**config.mk**
```make
export PLATFORM = sky130hd
export DESIGN_NAME = rca_rtc_top
export DESIGN_NICKNAME = d
export VERILOG_FILES = /design/src/core/rca_pkg.sv /design/src/core/rca_sync.sv /design/src/core/rca_bcd_inc.sv /design/src/core/rca_rtc_top.sv
export SDC_FILE = /design/constraint.sdc
export NUM_CORES = 1
export LEC_CHECK = 0
export ABC_AREA = 1
export BUFFER_PORTS_ARGS = -buffer_cell sky130_fd_sc_hd__clkbuf_2
export CAP_MARGIN = 20
export CORE_MARGIN = 2
export CORE_UTILIZATION = 65
export DETAILED_ROUTE_END_ITERATION = 8
export PLACE_DENSITY = 0.78
export SYNTH_ARGS = -nofsm -noshare
export SYNTH_HDL_FRONTEND = slang
export SYNTH_HIERARCHICAL = 1
export SYNTH_SLANG_ARGS = --single-unit
```
**constraint.sdc**
```tcl
create_clock -name clk_sys -period 3.45 [get_ports clk_sys]
set_input_delay 0.5175 -clock clk_sys [delete_from_list [all_inputs] [get_ports clk_sys]]
set_output_delay 0.5175 -clock clk_sys [all_outputs]
set_load 0.02 [all_outputs]
```
**src/core/rca_pkg.sv**
```systemverilog
// Purpose: shared constants, register map and calendar helpers for the calendar clock.
// Assumes: byte-wide registers reached over the two-wire serial bus only.
// Notes: register map, bit positions and calendar limits kept here; the top module imports the whole package.
// Summary of operation
// - alarm runs only when enabled; mode selectable
// - nonzero frequency select disables alarm function
// - single mode match pulls pin low, sets flag
// - pulsed mode alarms on every enabled match
// - pulsed mode holds pin low 250 ms
// - flag cleared by write or auto-clear
// - backup pin disable silences pin on battery
// - four-bit select picks 15 output frequencies
// - two user bytes kept; bus off on battery
// - slave byte 1101111x, registers 00h to 13h
// - location 09h ignored on write and read
// - single-byte and page writes at any address
// - four sections decoded, nothing above 13h
// - clock writes only while write enable set
// - multi-byte access wraps inside one section
// - clock or alarm read copies time to buffer
// - pointer ends at last read address plus one
// - other sections writable without write enable
// - time kept in BCD with documented ranges
// - weekday counts 0 to 6 and wraps
// - 24-hour bit selects format; PM indicator
// - February 29 when year divisible by 4
// - frequency code table 32768 Hz to 1/32 Hz
// - single mode pin low until flag cleared
// - auto-clear after status read and stop
// - clock write stop starts count, aligns tick
package rca_pkg;
    localparam logic [6:0] I2C_DEV_ADDR = 7'h6f;

    localparam int SYS_CLK_HZ      = 125000000;
    localparam int ALARM_PULSE_MS  = 250;
    localparam int ALARM_PULSE_CYC = (SYS_CLK_HZ / 1000) * ALARM_PULSE_MS;
    localparam int PRESC_W         = 20;
    localparam logic [14:0] PRESC_SEC_WRAP = 15'h7fff;

    // prescaler bit that toggles at each selectable rate; code 1 uses the crystal itself
    localparam int FREQ_TAP [16] = '{0, 0, 2, 4, 8, 9, 10, 11, 12, 13, 14, 15, 16, 17, 18, 19};

    localparam logic [7:0] A_SEC   = 8'h00;
    localparam logic [7:0] A_WDAY  = 8'h06;
    localparam logic [7:0] A_SR    = 8'h07;
    localparam logic [7:0] A_CFG   = 8'h08;
    localparam logic [7:0] A_UNUSE = 8'h09;
    localparam logic [7:0] A_ATRIM = 8'h0a;
    localparam logic [7:0] A_DTRIM = 8'h0b;
    localparam logic [7:0] A_ALSEC = 8'h0c;
    localparam logic [7:0] A_ALWD  = 8'h11;
    localparam logic [7:0] A_USER_BYTE_ONE  = 8'h12;
    localparam logic [7:0] A_USER_BYTE_TWO  = 8'h13;

    localparam int T_SEC  = 0;
    localparam int T_MIN  = 1;
    localparam int T_HOUR = 2;
    localparam int T_DATE = 3;
    localparam int T_MON  = 4;
    localparam int T_YEAR = 5;
    localparam int T_WDAY = 6;

    localparam int SR_AUTO_CLEAR_ENABLE  = 7;
    localparam int SR_XTOSC = 6;
    localparam int SR_CLOCK_WRITE_ENABLE  = 4;
    localparam int SR_ALM   = 2;
    localparam int SR_BAT   = 1;
    localparam int SR_RTCF  = 0;
    localparam int CF_IM    = 7;
    localparam int CF_ALARM_ENABLE  = 6;
    localparam int CF_FOBAT = 4;
    localparam int HR_MIL   = 7;
    localparam int HR_PM    = 5;
    localparam int AL_EN    = 7;

    localparam logic [7:0] SR_RESET  = 8'h01;
    localparam logic [7:0] REG_RESET = 8'h00;

    localparam logic [7:0] TIME_MASK [7] = '{8'h7f, 8'h7f, 8'hbf, 8'h3f, 8'h1f, 8'hff, 8'h07};
    localparam logic [7:0] ALRM_MASK [6] = '{8'hff, 8'hff, 8'hbf, 8'hbf, 8'h9f, 8'h87};
    localparam logic [7:0] DTRIM_MASK    = 8'h07;

    localparam logic [7:0] BCD_00 = 8'h00;
    localparam logic [7:0] BCD_01 = 8'h01;
    localparam logic [7:0] BCD_11 = 8'h11;
    localparam logic [7:0] BCD_12 = 8'h12;
    localparam logic [7:0] BCD_23 = 8'h23;
    localparam logic [7:0] BCD_59 = 8'h59;
    localparam logic [7:0] BCD_99 = 8'h99;
    localparam logic [2:0] WDAY_MAX = 3'h6;

    // last day of the month in BCD; leap test works on the two BCD year digits
    function automatic logic [7:0] last_day(input logic [7:0] mon, input logic [7:0] yr);
        logic leap;
        leap = yr[4] ? (yr[3:0] == 4'h2 || yr[3:0] == 4'h6)
                     : (yr[3:0] == 4'h0 || yr[3:0] == 4'h4 || yr[3:0] == 4'h8);
        case (mon)
            8'h02:                      last_day = leap ? 8'h29 : 8'h28;
            8'h04, 8'h06, 8'h09, 8'h11: last_day = 8'h30;
            default:                    last_day = 8'h31;
        endcase
    endfunction

    // pointer advance that stays inside the current section
    function automatic logic [7:0] next_ptr(input logic [7:0] a);
        case (a)
            A_WDAY:  next_ptr = A_SEC;
            A_DTRIM: next_ptr = A_SR;
            A_ALWD:  next_ptr = A_ALSEC;
            A_USER_BYTE_TWO:  next_ptr = A_USER_BYTE_ONE;
            default: next_ptr = a + 8'h01;
        endcase
    endfunction
endpackage

```
**src/core/rca_sync.sv**
```systemverilog
// Purpose: three-stage synchroniser for a pin input.
// Assumes: din is asynchronous to clk_sys.
// Notes: output moves only when the second and third stages agree.
`timescale 1ns/100ps
module rca_sync
(
    input  wire logic clk_sys,
    input  wire logic rstn,
    input  wire logic din,
    output logic      dout
);
    logic s1Q, s2Q, s3Q, outQ;
    logic outD;

    always_comb
    begin
        outD = (s2Q == s3Q) ? s3Q : outQ;
    end

    always_ff @(posedge clk_sys or negedge rstn)
    begin
        if (!rstn)
        begin
            s1Q  <= 1'b1;
            s2Q  <= 1'b1;
            s3Q  <= 1'b1;
            outQ <= 1'b1;
        end
        else
        begin
            s1Q  <= din;
            s2Q  <= s1Q;
            s3Q  <= s2Q;
            outQ <= outD;
        end
    end

    assign dout = outQ;
endmodule

```
**src/core/rca_bcd_inc.sv**
```systemverilog
// Purpose: BCD increment with wrap from a top value back to a bottom value.
// Assumes: val is legal BCD.
// Notes: wrap flags the carry into the next field.
`timescale 1ns/100ps
module rca_bcd_inc
(
    input  wire logic [7:0] val,
    input  wire logic [7:0] maxVal,
    input  wire logic [7:0] minVal,
    output logic      [7:0] nxt,
    output logic            wrap
);
    always_comb
    begin
        wrap = (val == maxVal);
        if (wrap)
            nxt = minVal;
        else if (val[3:0] == 4'h9)
            nxt = {val[7:4] + 4'h1, 4'h0};
        else
            nxt = val + 8'h01;
    end
endmodule

```
**src/core/rca_rtc_top.sv**
```systemverilog
// Purpose: calendar clock with alarm, frequency output and user bytes behind a serial slave.
// Assumes: pins arrive asynchronously; crystal, bus clock and battery flag pass synchronisers.
// Notes: SDA and the alarm pin are open drain; only the enables ever move.
`timescale 1ns/100ps
module rca_rtc_top
    import rca_pkg::*;
#(
    parameter int PULSE_CYCLES = ALARM_PULSE_CYC
)
(
    input  wire logic clk_sys,
    input  wire logic rstn,
    input  wire logic sclPin,
    input  wire logic sdaIn,
    output logic      sdaOut,
    output logic      sdaOe,
    input  wire logic xtalIn,
    input  wire logic onBatteryPin,
    output logic      alarmFreqOut,
    output logic      alarmFreqOe
);
    localparam int PW = $clog2(PULSE_CYCLES + 1);

    typedef enum logic [2:0] {I_IDLE, I_ADDR, I_PTR, I_WR, I_RD} rca_i2c_e;

    logic sclS, sdaS, xtalS, batS;

    rca_sync uSclSync  (.clk_sys(clk_sys), .rstn(rstn), .din(sclPin),       .dout(sclS));
    rca_sync uSdaSync  (.clk_sys(clk_sys), .rstn(rstn), .din(sdaIn),        .dout(sdaS));
    rca_sync uXtalSync (.clk_sys(clk_sys), .rstn(rstn), .din(xtalIn),       .dout(xtalS));
    rca_sync uBatSync  (.clk_sys(clk_sys), .rstn(rstn), .din(onBatteryPin), .dout(batS));

    // bus edge detection
    logic sclPrevQ, sdaPrevQ;
    logic sclRise, sclFall, startEv, stopEv;

    assign sclRise = sclS & ~sclPrevQ;
    assign sclFall = ~sclS & sclPrevQ;
    assign startEv = sclS & sclPrevQ & sdaPrevQ & ~sdaS;
    assign stopEv  = sclS & sclPrevQ & ~sdaPrevQ & sdaS;

    // register state
    logic [7:0] timeQ [7];
    logic [7:0] timeD [7];
    logic [7:0] snapQ [7];
    logic [7:0] snapD [7];
    logic [7:0] alrmQ [6];
    logic [7:0] alrmD [6];
    logic [7:0] usrQ  [2];
    logic [7:0] usrD  [2];
    logic [7:0] cfgQ, cfgD, atrimQ, atrimD, dtrimQ, dtrimD;
    logic       arstQ, arstD, xtoscQ, xtoscD, wrtcQ, wrtcD;
    logic       almQ, almD, batQ, batD, rtcfQ, rtcfD;
    logic       runQ, runD, clkWrQ, clkWrD, srRdQ, srRdD;
    logic [1:0] srMaskQ, srMaskD;
    logic       batPrevQ;

    // serial slave state
    rca_i2c_e   stQ, stD;
    logic [3:0] bitQ, bitD;
    logic [7:0] shQ, shD, txQ, txD, ptrQ, ptrD;
    logic       ackQ, ackD, nackQ, nackD;
    logic       wrStb, rdLoad, snapTake;
    logic [7:0] rdData;

    // timebase and alarm state
    logic               xtalPrevQ, tickQ, tickD, tickDlyQ;
    logic [PRESC_W-1:0] prescQ, prescD;
    logic [PW-1:0]      pulseQ, pulseD;
    logic               pinLowQ, pinLowD;

    logic [7:0] rdStatus;
    assign rdStatus = {arstQ, xtoscQ, 1'b0, wrtcQ, 1'b0, almQ, batQ, rtcfQ};

    always_comb
    begin
        rdData = REG_RESET;
        if (ptrQ <= A_WDAY)
            rdData = snapQ[ptrQ[2:0]];
        else if (ptrQ >= A_ALSEC && ptrQ <= A_ALWD)
            rdData = alrmQ[3'(ptrQ - A_ALSEC)];
        else
        begin
            unique case (ptrQ)
                A_SR:    rdData = rdStatus;
                A_CFG:   rdData = cfgQ;
                A_ATRIM: rdData = atrimQ;
                A_DTRIM: rdData = dtrimQ;
                A_USER_BYTE_ONE:  rdData = usrQ[0];
                A_USER_BYTE_TWO:  rdData = usrQ[1];
                default: rdData = REG_RESET;
            endcase
        end
    end

    // serial slave: bits shift on SCL rise, SDA moves after SCL fall
    always_comb
    begin
        stD      = stQ;
        bitD     = bitQ;
        shD      = shQ;
        txD      = txQ;
        ptrD     = ptrQ;
        ackD     = ackQ;
        nackD    = nackQ;
        wrStb    = 1'b0;
        rdLoad   = 1'b0;
        snapTake = 1'b0;
        if (batS || startEv || stopEv)
        begin
            stD   = (batS || stopEv) ? I_IDLE : I_ADDR;
            bitD  = 4'h0;
            ackD  = 1'b0;
            nackD = 1'b0;
        end
        else if (stQ != I_IDLE)
        begin
            if (sclRise)
            begin
                if (bitQ < 4'h8)
                begin
                    bitD = 4'(bitQ + 4'h1);
                    if (stQ != I_RD)
                        shD = {shQ[6:0], sdaS};
                end
                else if (bitQ == 4'h8)
                begin
                    bitD  = 4'h9;
                    nackD = sdaS;
                end
            end
            else if (sclFall)
            begin
                if (bitQ == 4'h8)
                begin
                    unique case (stQ)
                        I_ADDR:
                        begin
                            if (shQ[7:1] == I2C_DEV_ADDR)
                            begin
                                ackD = 1'b1;
                                if (shQ[0])
                                begin
                                    stD = I_RD;
                                    snapTake = (ptrQ <= A_WDAY) || (ptrQ >= A_ALSEC && ptrQ <= A_ALWD);
                                end
                                else
                                    stD = I_PTR;
                            end
                            else
                                stD = I_IDLE;
                        end
                        I_PTR:
                        begin
                            ptrD = shQ;
                            ackD = 1'b1;
                            stD  = I_WR;
                        end
                        I_WR:
                        begin
                            wrStb = 1'b1;
                            ptrD  = next_ptr(ptrQ);
                            ackD  = 1'b1;
                        end
                        I_RD, I_IDLE:
                        begin
                            txD = {txQ[6:0], 1'b1};
                        end
                    endcase
                end
                else if (bitQ == 4'h9)
                begin
                    bitD = 4'h0;
                    ackD = 1'b0;
                    if (stQ == I_RD)
                    begin
                        if (nackQ)
                            stD = I_IDLE;
                        else
                        begin
                            rdLoad = 1'b1;
                            txD    = rdData;
                            ptrD   = next_ptr(ptrQ);
                        end
                    end
                end
                else if (stQ == I_RD && bitQ != 4'h0)
                    txD = {txQ[6:0], 1'b1};
            end
        end
    end

    always_ff @(posedge clk_sys or negedge rstn)
    begin
        if (!rstn)
        begin
            stQ      <= I_IDLE;
            bitQ     <= 4'h0;
            shQ      <= 8'h00;
            txQ      <= 8'h00;
            ptrQ     <= 8'h00;
            ackQ     <= 1'b0;
            nackQ    <= 1'b0;
            sclPrevQ <= 1'b1;
            sdaPrevQ <= 1'b1;
        end
        else
        begin
            stQ      <= stD;
            bitQ     <= bitD;
            shQ      <= shD;
            txQ      <= txD;
            ptrQ     <= ptrD;
            ackQ     <= ackD;
            nackQ    <= nackD;
            sclPrevQ <= sclS;
            sdaPrevQ <= sdaS;
        end
    end

    assign sdaOut = 1'b0;
    assign sdaOe  = ackQ | ((stQ == I_RD) && (bitQ <= 4'h8) && !txQ[7]);

    // calendar increment chain
    logic [7:0] secN, minN, hourN, dateN, monN, yearN, hourVal;
    logic       secW, minW, hourW, dateW, monW, yearW;
    logic       twenty_four_hour, pm, dayCarry;

    assign twenty_four_hour     = timeQ[T_HOUR][HR_MIL];
    assign pm      = timeQ[T_HOUR][HR_PM];
    assign hourVal = twenty_four_hour ? {2'b00, timeQ[T_HOUR][5:0]} : {3'b000, timeQ[T_HOUR][4:0]};

    rca_bcd_inc uSecInc  (.val(timeQ[T_SEC]), .maxVal(BCD_59), .minVal(BCD_00), .nxt(secN), .wrap(secW));
    rca_bcd_inc uMinInc  (.val(timeQ[T_MIN]), .maxVal(BCD_59), .minVal(BCD_00), .nxt(minN), .wrap(minW));
    rca_bcd_inc uHourInc (.val(hourVal), .maxVal(twenty_four_hour ? BCD_23 : BCD_12), .minVal(twenty_four_hour ? BCD_00 : BCD_01),
                          .nxt(hourN), .wrap(hourW));
    rca_bcd_inc uDateInc (.val(timeQ[T_DATE]), .maxVal(last_day(timeQ[T_MON], timeQ[T_YEAR])), .minVal(BCD_01),
                          .nxt(dateN), .wrap(dateW));
    rca_bcd_inc uMonInc  (.val(timeQ[T_MON]), .maxVal(BCD_12), .minVal(BCD_01), .nxt(monN), .wrap(monW));
    rca_bcd_inc uYearInc (.val(timeQ[T_YEAR]), .maxVal(BCD_99), .minVal(BCD_00), .nxt(yearN), .wrap(yearW));

    assign dayCarry = twenty_four_hour ? hourW : (hourVal == BCD_11 && pm);

    // alarm compare
    logic [7:0] almField [6];
    logic       almMatch, anyEn, alarmOn, almEvent;

    assign almField = '{timeQ[T_SEC], timeQ[T_MIN], timeQ[T_HOUR], timeQ[T_DATE], timeQ[T_MON], timeQ[T_WDAY]};

    always_comb
    begin
        almMatch = 1'b1;
        anyEn    = 1'b0;
        for (int i = 0; i < 6; i++)
        begin
            if (alrmQ[i][AL_EN])
            begin
                anyEn = 1'b1;
                if (alrmQ[i][6:0] != (almField[i][6:0] & ALRM_MASK[i][6:0]))
                    almMatch = 1'b0;
            end
        end
    end

    assign alarmOn  = cfgQ[CF_ALARM_ENABLE] && (cfgQ[3:0] == 4'h0);
    assign almEvent = alarmOn && tickDlyQ && anyEn && almMatch;

    // register file, counting and flags
    always_comb
    begin
        timeD   = timeQ;
        snapD   = snapQ;
        alrmD   = alrmQ;
        usrD    = usrQ;
        cfgD    = cfgQ;
        atrimD  = atrimQ;
        dtrimD  = dtrimQ;
        arstD   = arstQ;
        xtoscD  = xtoscQ;
        wrtcD   = wrtcQ;
        almD    = almQ;
        batD    = batQ;
        rtcfD   = rtcfQ;
        runD    = runQ;
        clkWrD  = clkWrQ;
        srRdD   = srRdQ;
        srMaskD = srMaskQ;
        if (tickQ && runQ)
        begin
            timeD[T_SEC] = secN;
            if (secW)
                timeD[T_MIN] = minN;
            if (secW && minW)
            begin
                timeD[T_HOUR] = {twenty_four_hour, 1'b0, twenty_four_hour ? hourN[5:0] : {pm ^ (hourVal == BCD_11), hourN[4:0]}};
                if (dayCarry)
                begin
                    timeD[T_WDAY] = (timeQ[T_WDAY][2:0] == WDAY_MAX) ? 8'h00 : timeQ[T_WDAY] + 8'h01;
                    timeD[T_DATE] = dateN;
                    if (dateW)
                        timeD[T_MON] = monN;
                    if (dateW && monW)
                        timeD[T_YEAR] = yearN;
                end
            end
        end
        if (snapTake)
            snapD = timeQ;
        if (wrStb)
        begin
            if (ptrQ <= A_WDAY)
            begin
                if (wrtcQ)
                begin
                    timeD[ptrQ[2:0]] = shQ & TIME_MASK[ptrQ[2:0]];
                    clkWrD = 1'b1;
                    rtcfD  = 1'b0;
                end
            end
            else if (ptrQ >= A_ALSEC && ptrQ <= A_ALWD)
                alrmD[3'(ptrQ - A_ALSEC)] = shQ & ALRM_MASK[3'(ptrQ - A_ALSEC)];
            else
            begin
                unique case (ptrQ)
                    A_SR:
                    begin
                        arstD  = shQ[SR_AUTO_CLEAR_ENABLE];
                        xtoscD = shQ[SR_XTOSC];
                        wrtcD  = shQ[SR_CLOCK_WRITE_ENABLE];
                        if (!shQ[SR_ALM])
                            almD = 1'b0;
                        if (!shQ[SR_BAT])
                            batD = 1'b0;
                    end
                    A_CFG:   cfgD = shQ;
                    A_ATRIM: atrimD = shQ;
                    A_DTRIM: dtrimD = shQ & DTRIM_MASK;
                    A_USER_BYTE_ONE:  usrD[0] = shQ;
                    A_USER_BYTE_TWO:  usrD[1] = shQ;
                    default: cfgD = cfgQ;
                endcase
            end
        end
        if (rdLoad && ptrQ == A_SR)
        begin
            srRdD   = 1'b1;
            srMaskD = srMaskQ | {almQ, batQ};
        end
        if (startEv || stopEv)
        begin
            if (stopEv && srRdQ && arstQ)
            begin
                // only bits seen by the read are cleared, so a fresh alarm survives
                if (srMaskQ[1])
                    almD = 1'b0;
                if (srMaskQ[0])
                    batD = 1'b0;
            end
            if (stopEv && clkWrQ)
                runD = 1'b1;
            clkWrD  = 1'b0;
            srRdD   = 1'b0;
            srMaskD = 2'b00;
        end
        if (almEvent)
            almD = 1'b1;
        if (batS && !batPrevQ)
            batD = 1'b1;
    end

    always_ff @(posedge clk_sys or negedge rstn)
    begin
        if (!rstn)
        begin
            for (int i = 0; i < 7; i++)
            begin
                timeQ[i] <= REG_RESET;
                snapQ[i] <= REG_RESET;
            end
            for (int i = 0; i < 6; i++)
                alrmQ[i] <= REG_RESET;
            usrQ[0]  <= REG_RESET;
            usrQ[1]  <= REG_RESET;
            cfgQ     <= REG_RESET;
            atrimQ   <= REG_RESET;
            dtrimQ   <= REG_RESET;
            arstQ    <= SR_RESET[SR_AUTO_CLEAR_ENABLE];
            xtoscQ   <= SR_RESET[SR_XTOSC];
            wrtcQ    <= SR_RESET[SR_CLOCK_WRITE_ENABLE];
            almQ     <= SR_RESET[SR_ALM];
            batQ     <= SR_RESET[SR_BAT];
            rtcfQ    <= SR_RESET[SR_RTCF];
            runQ     <= 1'b0;
            clkWrQ   <= 1'b0;
            srRdQ    <= 1'b0;
            srMaskQ  <= 2'b00;
            batPrevQ <= 1'b1;
        end
        else
        begin
            timeQ    <= timeD;
            snapQ    <= snapD;
            alrmQ    <= alrmD;
            usrQ     <= usrD;
            cfgQ     <= cfgD;
            atrimQ   <= atrimD;
            dtrimQ   <= dtrimD;
            arstQ    <= arstD;
            xtoscQ   <= xtoscD;
            wrtcQ    <= wrtcD;
            almQ     <= almD;
            batQ     <= batD;
            rtcfQ    <= rtcfD;
            runQ     <= runD;
            clkWrQ   <= clkWrD;
            srRdQ    <= srRdD;
            srMaskQ  <= srMaskD;
            batPrevQ <= batS;
        end
    end

    // timebase, alarm pulse and shared pin
    logic [3:0] fsel;
    logic       wave, alarmLow;

    assign fsel     = cfgQ[3:0];
    assign wave     = (fsel == 4'h1) ? xtalS : prescQ[FREQ_TAP[fsel]];
    assign alarmLow = alarmOn && (cfgQ[CF_IM] ? (pulseQ != '0) : almQ);

    always_comb
    begin
        prescD  = prescQ;
        tickD   = 1'b0;
        pulseD  = pulseQ;
        if (stopEv && clkWrQ)
            prescD = '0;
        else if (xtalS && !xtalPrevQ)
        begin
            prescD = prescQ + 1'b1;
            tickD  = (prescQ[14:0] == PRESC_SEC_WRAP);
        end
        if (almEvent && cfgQ[CF_IM])
            pulseD = PW'(PULSE_CYCLES);
        else if (pulseQ != '0)
            pulseD = pulseQ - 1'b1;
        pinLowD = !(batS && cfgQ[CF_FOBAT]) && ((fsel != 4'h0) ? !wave : alarmLow);
    end

    always_ff @(posedge clk_sys or negedge rstn)
    begin
        if (!rstn)
        begin
            xtalPrevQ <= 1'b1;
            prescQ    <= '0;
            tickQ     <= 1'b0;
            tickDlyQ  <= 1'b0;
            pulseQ    <= '0;
            pinLowQ   <= 1'b0;
        end
        else
        begin
            xtalPrevQ <= xtalS;
            prescQ    <= prescD;
            tickQ     <= tickD;
            tickDlyQ  <= tickQ && runQ;
            pulseQ    <= pulseD;
            pinLowQ   <= pinLowD;
        end
    end

    assign alarmFreqOut = 1'b0;
    assign alarmFreqOe  = pinLowQ;
endmodule

```
==> metrics.txt <==
# TYPE chip_impl_metric gauge
chip_impl_metric{name="setup_viol",unit=""} 0
chip_impl_metric{name="hpwl",unit="µm"} 38100
chip_impl_metric{name="hold_viol",unit=""} 0
chip_impl_metric{name="dr.first_iter.drc_count",unit=""} 1855
chip_impl_metric{name="drive_above_1_share",unit="%"} 9.02
chip_impl_metric{name="ios",unit=""} 10
chip_impl_metric{name="tightest_slew",unit="ps"} 927
chip_impl_metric{name="clock_sinks",unit=""} 307
chip_impl_info{name="crit_path_cell_trace",value="nor4_2 -> nand4_1 -> a31oi_1 -> nor2_1 -> xnor2_1 -> nand2_2 -> nor2_8 -> nand2_4 -> inv_1 -> nand2_2 -> inv_1 -> nand2_1 -> o211ai_1 -> o21ai_0"} 1
chip_impl_metric{name="routabilityCongestion",unit=""} 1.04
chip_impl_metric{name="peak_ir_drop_on_the_vdd_network",unit="mV"} 0.499
chip_impl_metric{name="cts_max_path_buffers",unit=""} 3
chip_impl_info{name="timing.hold.worst.class",value="input pin to asynchronous set/reset pin"} 1
chip_impl_metric{name="design.core.area",unit="mm²"} 0.0280
chip_impl_metric{name="relSlewSlack",unit="%"} 38.2
chip_impl_metric{name="die_area",unit="mm²"} 0.0300
chip_impl_info{name="cts_tree",value="yes"} 1
chip_impl_metric{name="placedInstanceArea",unit="mm²"} 0.0196
chip_impl_metric{name="cts_hold_buffers",unit=""} 0
chip_impl_metric{name="post-cts-setup-buffer-count",unit=""} 0
chip_impl_metric{name="hold-worst-slack",unit="ps"} 20.3
chip_impl_metric{name="worstPathMaxFanout",unit=""} 10
chip_impl_info{name="root_driver",value="clkbuf_16"} 1
chip_impl_metric{name="power_switching",unit="mW"} 2.14
chip_impl_metric{name="initial_core_util",unit="%"} 66.5
chip_impl_metric{name="final_net_count",unit=""} 2739
chip_impl_metric{name="grt-ovfl-total",unit=""} 0
chip_impl_metric{name="post_drt_wl_per_cell",unit="µm"} 16.9
chip_impl_metric{name="postSynthCellCount",unit=""} 2593
chip_impl_metric{name="avgViaCountPerCell",unit=""} 5.73
chip_impl_metric{name="drv_cap",unit=""} 0
chip_impl_info{name="startpoint_to_endpoint_class_of_the_critical_path",value="register to register"} 1
chip_impl_metric{name="maxSlewViolCount",unit=""} 0
chip_impl_metric{name="ys_warn_count",unit=""} 6
chip_impl_info{name="run_status",value="finished clean"} 1
chip_impl_metric{name="post-layout-total-power",unit="mW"} 8.55
chip_impl_metric{name="synth_area",unit="mm²"} 0.0186
chip_impl_metric{name="remaining_antenna_violation_count",unit=""} 0
chip_impl_metric{name="first_global_vias",unit=""} 17034
chip_impl_metric{name="insertion_delay_to_the_later_sink_of_the_worst_skew_pair",unit="ps"} 520
chip_impl_metric{name="residual_drc",unit=""} 0
chip_impl_metric{name="grt_antenna_before_repair",unit=""} 2
chip_impl_info{name="critical-path-slowest-cell",value="dfrtp_1"} 1
chip_impl_metric{name="share_of_total_power_in_sequential_cells",unit="%"} 43.8
chip_impl_metric{name="numPortBuffers",unit=""} 7
chip_impl_metric{name="cts_buffers",unit=""} 36
chip_impl_metric{name="clockPowerShare",unit="%"} 48.2
chip_impl_metric{name="cellInternalPower",unit="mW"} 6.41
chip_impl_metric{name="relative_contribution_of_combinational_cells_to_total_power",unit="%"} 8.0
chip_impl_metric{name="via_count",unit=""} 17880
chip_impl_metric{name="timing.final.crit_share",unit="%"} 90.7
chip_impl_info{name="rsz0062_at_grt",value="false"} 1
chip_impl_metric{name="wl",unit="µm"} 52600
chip_impl_metric{name="final.setup.tns",unit="ps"} 0
chip_impl_metric{name="finalInstanceArea",unit="mm²"} 0.0209
chip_impl_metric{name="die_x",unit="µm"} 173
chip_impl_metric{name="htree_levels",unit=""} 2
chip_impl_info{name="startpoint_type",value="register"} 1
chip_impl_metric{name="grt_usage",unit="%"} 35.5
chip_impl_metric{name="crit_arrival",unit="ps"} 3510
chip_impl_metric{name="grt_start_max_net_pins",unit=""} 91
chip_impl_metric{name="power.share.switching",unit="%"} 25.1
chip_impl_metric{name="fillerInstances",unit=""} 2226
chip_impl_metric{name="clock_skew",unit="ps"} 13.9
chip_impl_metric{name="flow.area_growth_from_synthesis",unit="%"} 12.0
chip_impl_metric{name="detail_route.first_pass.iterations",unit=""} 6
chip_impl_metric{name="fmax",unit="GHz"} 0.319
chip_impl_metric{name="dieHeight",unit="µm"} 173
chip_impl_metric{name="critical-path-max-stage-delay",unit="ps"} 510
chip_impl_info{name="worst_setup_path_end_kind",value="register"} 1
chip_impl_metric{name="cts.clk_slew.worst_paths",unit="ps"} 60
chip_impl_metric{name="std_cell_rows",unit=""} 61
chip_impl_metric{name="grt_pass1_wl",unit="µm"} 86700
chip_impl_metric{name="leakage",unit="nW"} 11.0
chip_impl_metric{name="syn_area_per_cell",unit="µm²"} 7.18
chip_impl_metric{name="power.density_cell_area",unit="mW/mm²"} 410
chip_impl_metric{name="timing.final.crit_period",unit="ps"} 3130
chip_impl_metric{name="required",unit="ps"} 3830
-- worst max-delay path, delay by kind of cell (launching register included) --
family / cells / cell delay, ps
XOR/XNOR: 1 / 170
AND/OR/NAND/NOR: 8 / 1460
buffers and inverters: 2 / 200
AO/OA/AOI/OAI: 3 / 660
flip-flops: 1 / 510
-- power groups by stage --
stage          logic [mW]  registers, mW  clock network (mW)
5_1_grt             0.729           3.75                4.29
4_1_cts             0.664           3.74                4.15
6_report            0.687           3.74                4.12
3_5_place_dp        0.661           3.80                   0
2_1_floorplan       0.323           3.79                   0
3_3_place_gp        0.648           3.80                   0
-- per-stage QoR --
step	utilization, %	worst slack [ps]	instances
floorplan	-	888	2691
global placement	69.8	517	3052
detailed placement	69.8	354	3052
CTS	74.4	274	3117
global route	74.4	75.6	3117
finish	74.4	320	3119
-- layout make-up --
| class | instances | area, µm² | area share [%] |
|---|---|---|---|
| inverter | 346 | 1300 | 6.23 |
| antenna | 2 | 5.00 | 0.0240 |
| timing repair buffer | 42 | 358 | 1.72 |
| clock inverter | 18 | 280 | 1.34 |
| tap | 378 | 473 | 2.27 |
| sequential | 307 | 7710 | 37.0 |
| multi-input combinational | 1979 | 9720 | 46.6 |
| clock buffer | 47 | 1000 | 4.81 |
-- registers in the layout, indices dropped and copies added (netlist names), 2 cells and up --
register / cells
snapQ: 56
almField: 48
alrmQ: 48
pulseQ: 25
prescQ: 20
usrQ: 16
atrimQ: 8
cfgQ: 8
ptrQ: 8
shQ: 8
timeQ: 8
txQ: 8
bitQ: 4
dtrimQ: 3
stQ: 3
srMaskQ: 2
-- layer usage --
layer  wire length (µm)  global-route usage, %
met5                 13                      0
met4               2040                   12.9
met3               4710                   5.31
met2              24200                   57.7
met1              21700                   48.8
-- placed cells by master (no fill, tap or decap), types with 7 or more instances in the layout --
cell type	instances
nand2_1	784
inv_1	315
dfrtp_1	286
o21ai_0	262
nor2_1	209
nand3_1	160
conb_1	100
a21oi_1	89
xnor2_1	41
clkbuf_16	37
o211ai_1	34
buf_4	31
nor3_1	30
nand4_1	26
nand2_2	23
ha_1	21
dfstp_2	21
inv_2	19
o22ai_1	17
xor2_1	17
nor2_4	15
mux2_2	15
nor2_2	13
or2_2	13
clkinv_1	12
a31oi_1	11
a22oi_1	11
o21bai_1	10
nand3_2	8
nand3b_1	7
bufinv_16	7
-- what timing repair did --
action / 4_1_cts / 5_1_grt
setup endpoints to repair: 0 / 2
hold endpoints to repair: 0 / 0
gates resized for setup: 0 / 1
-- worst paths after layout --
path	startpoint	endpoint	slack, ps	depth (start not counted)
worst max-delay path	almField[15]	timeQ[12]	320	14
worst min-delay path	rstn	alrmQ[22]	20	1
worst max register to register	almField[15]	timeQ[12]	320	14
worst min register to register	uSclSync/s1Q	uSclSync/s2Q	350	0
max in group asynchronous	rstn	almField[41]	2470	2
min in group clk_sys	sdaIn	uSdaSync/s1Q	70	1
Note: power is estimated with default switching activity, not from simulation.
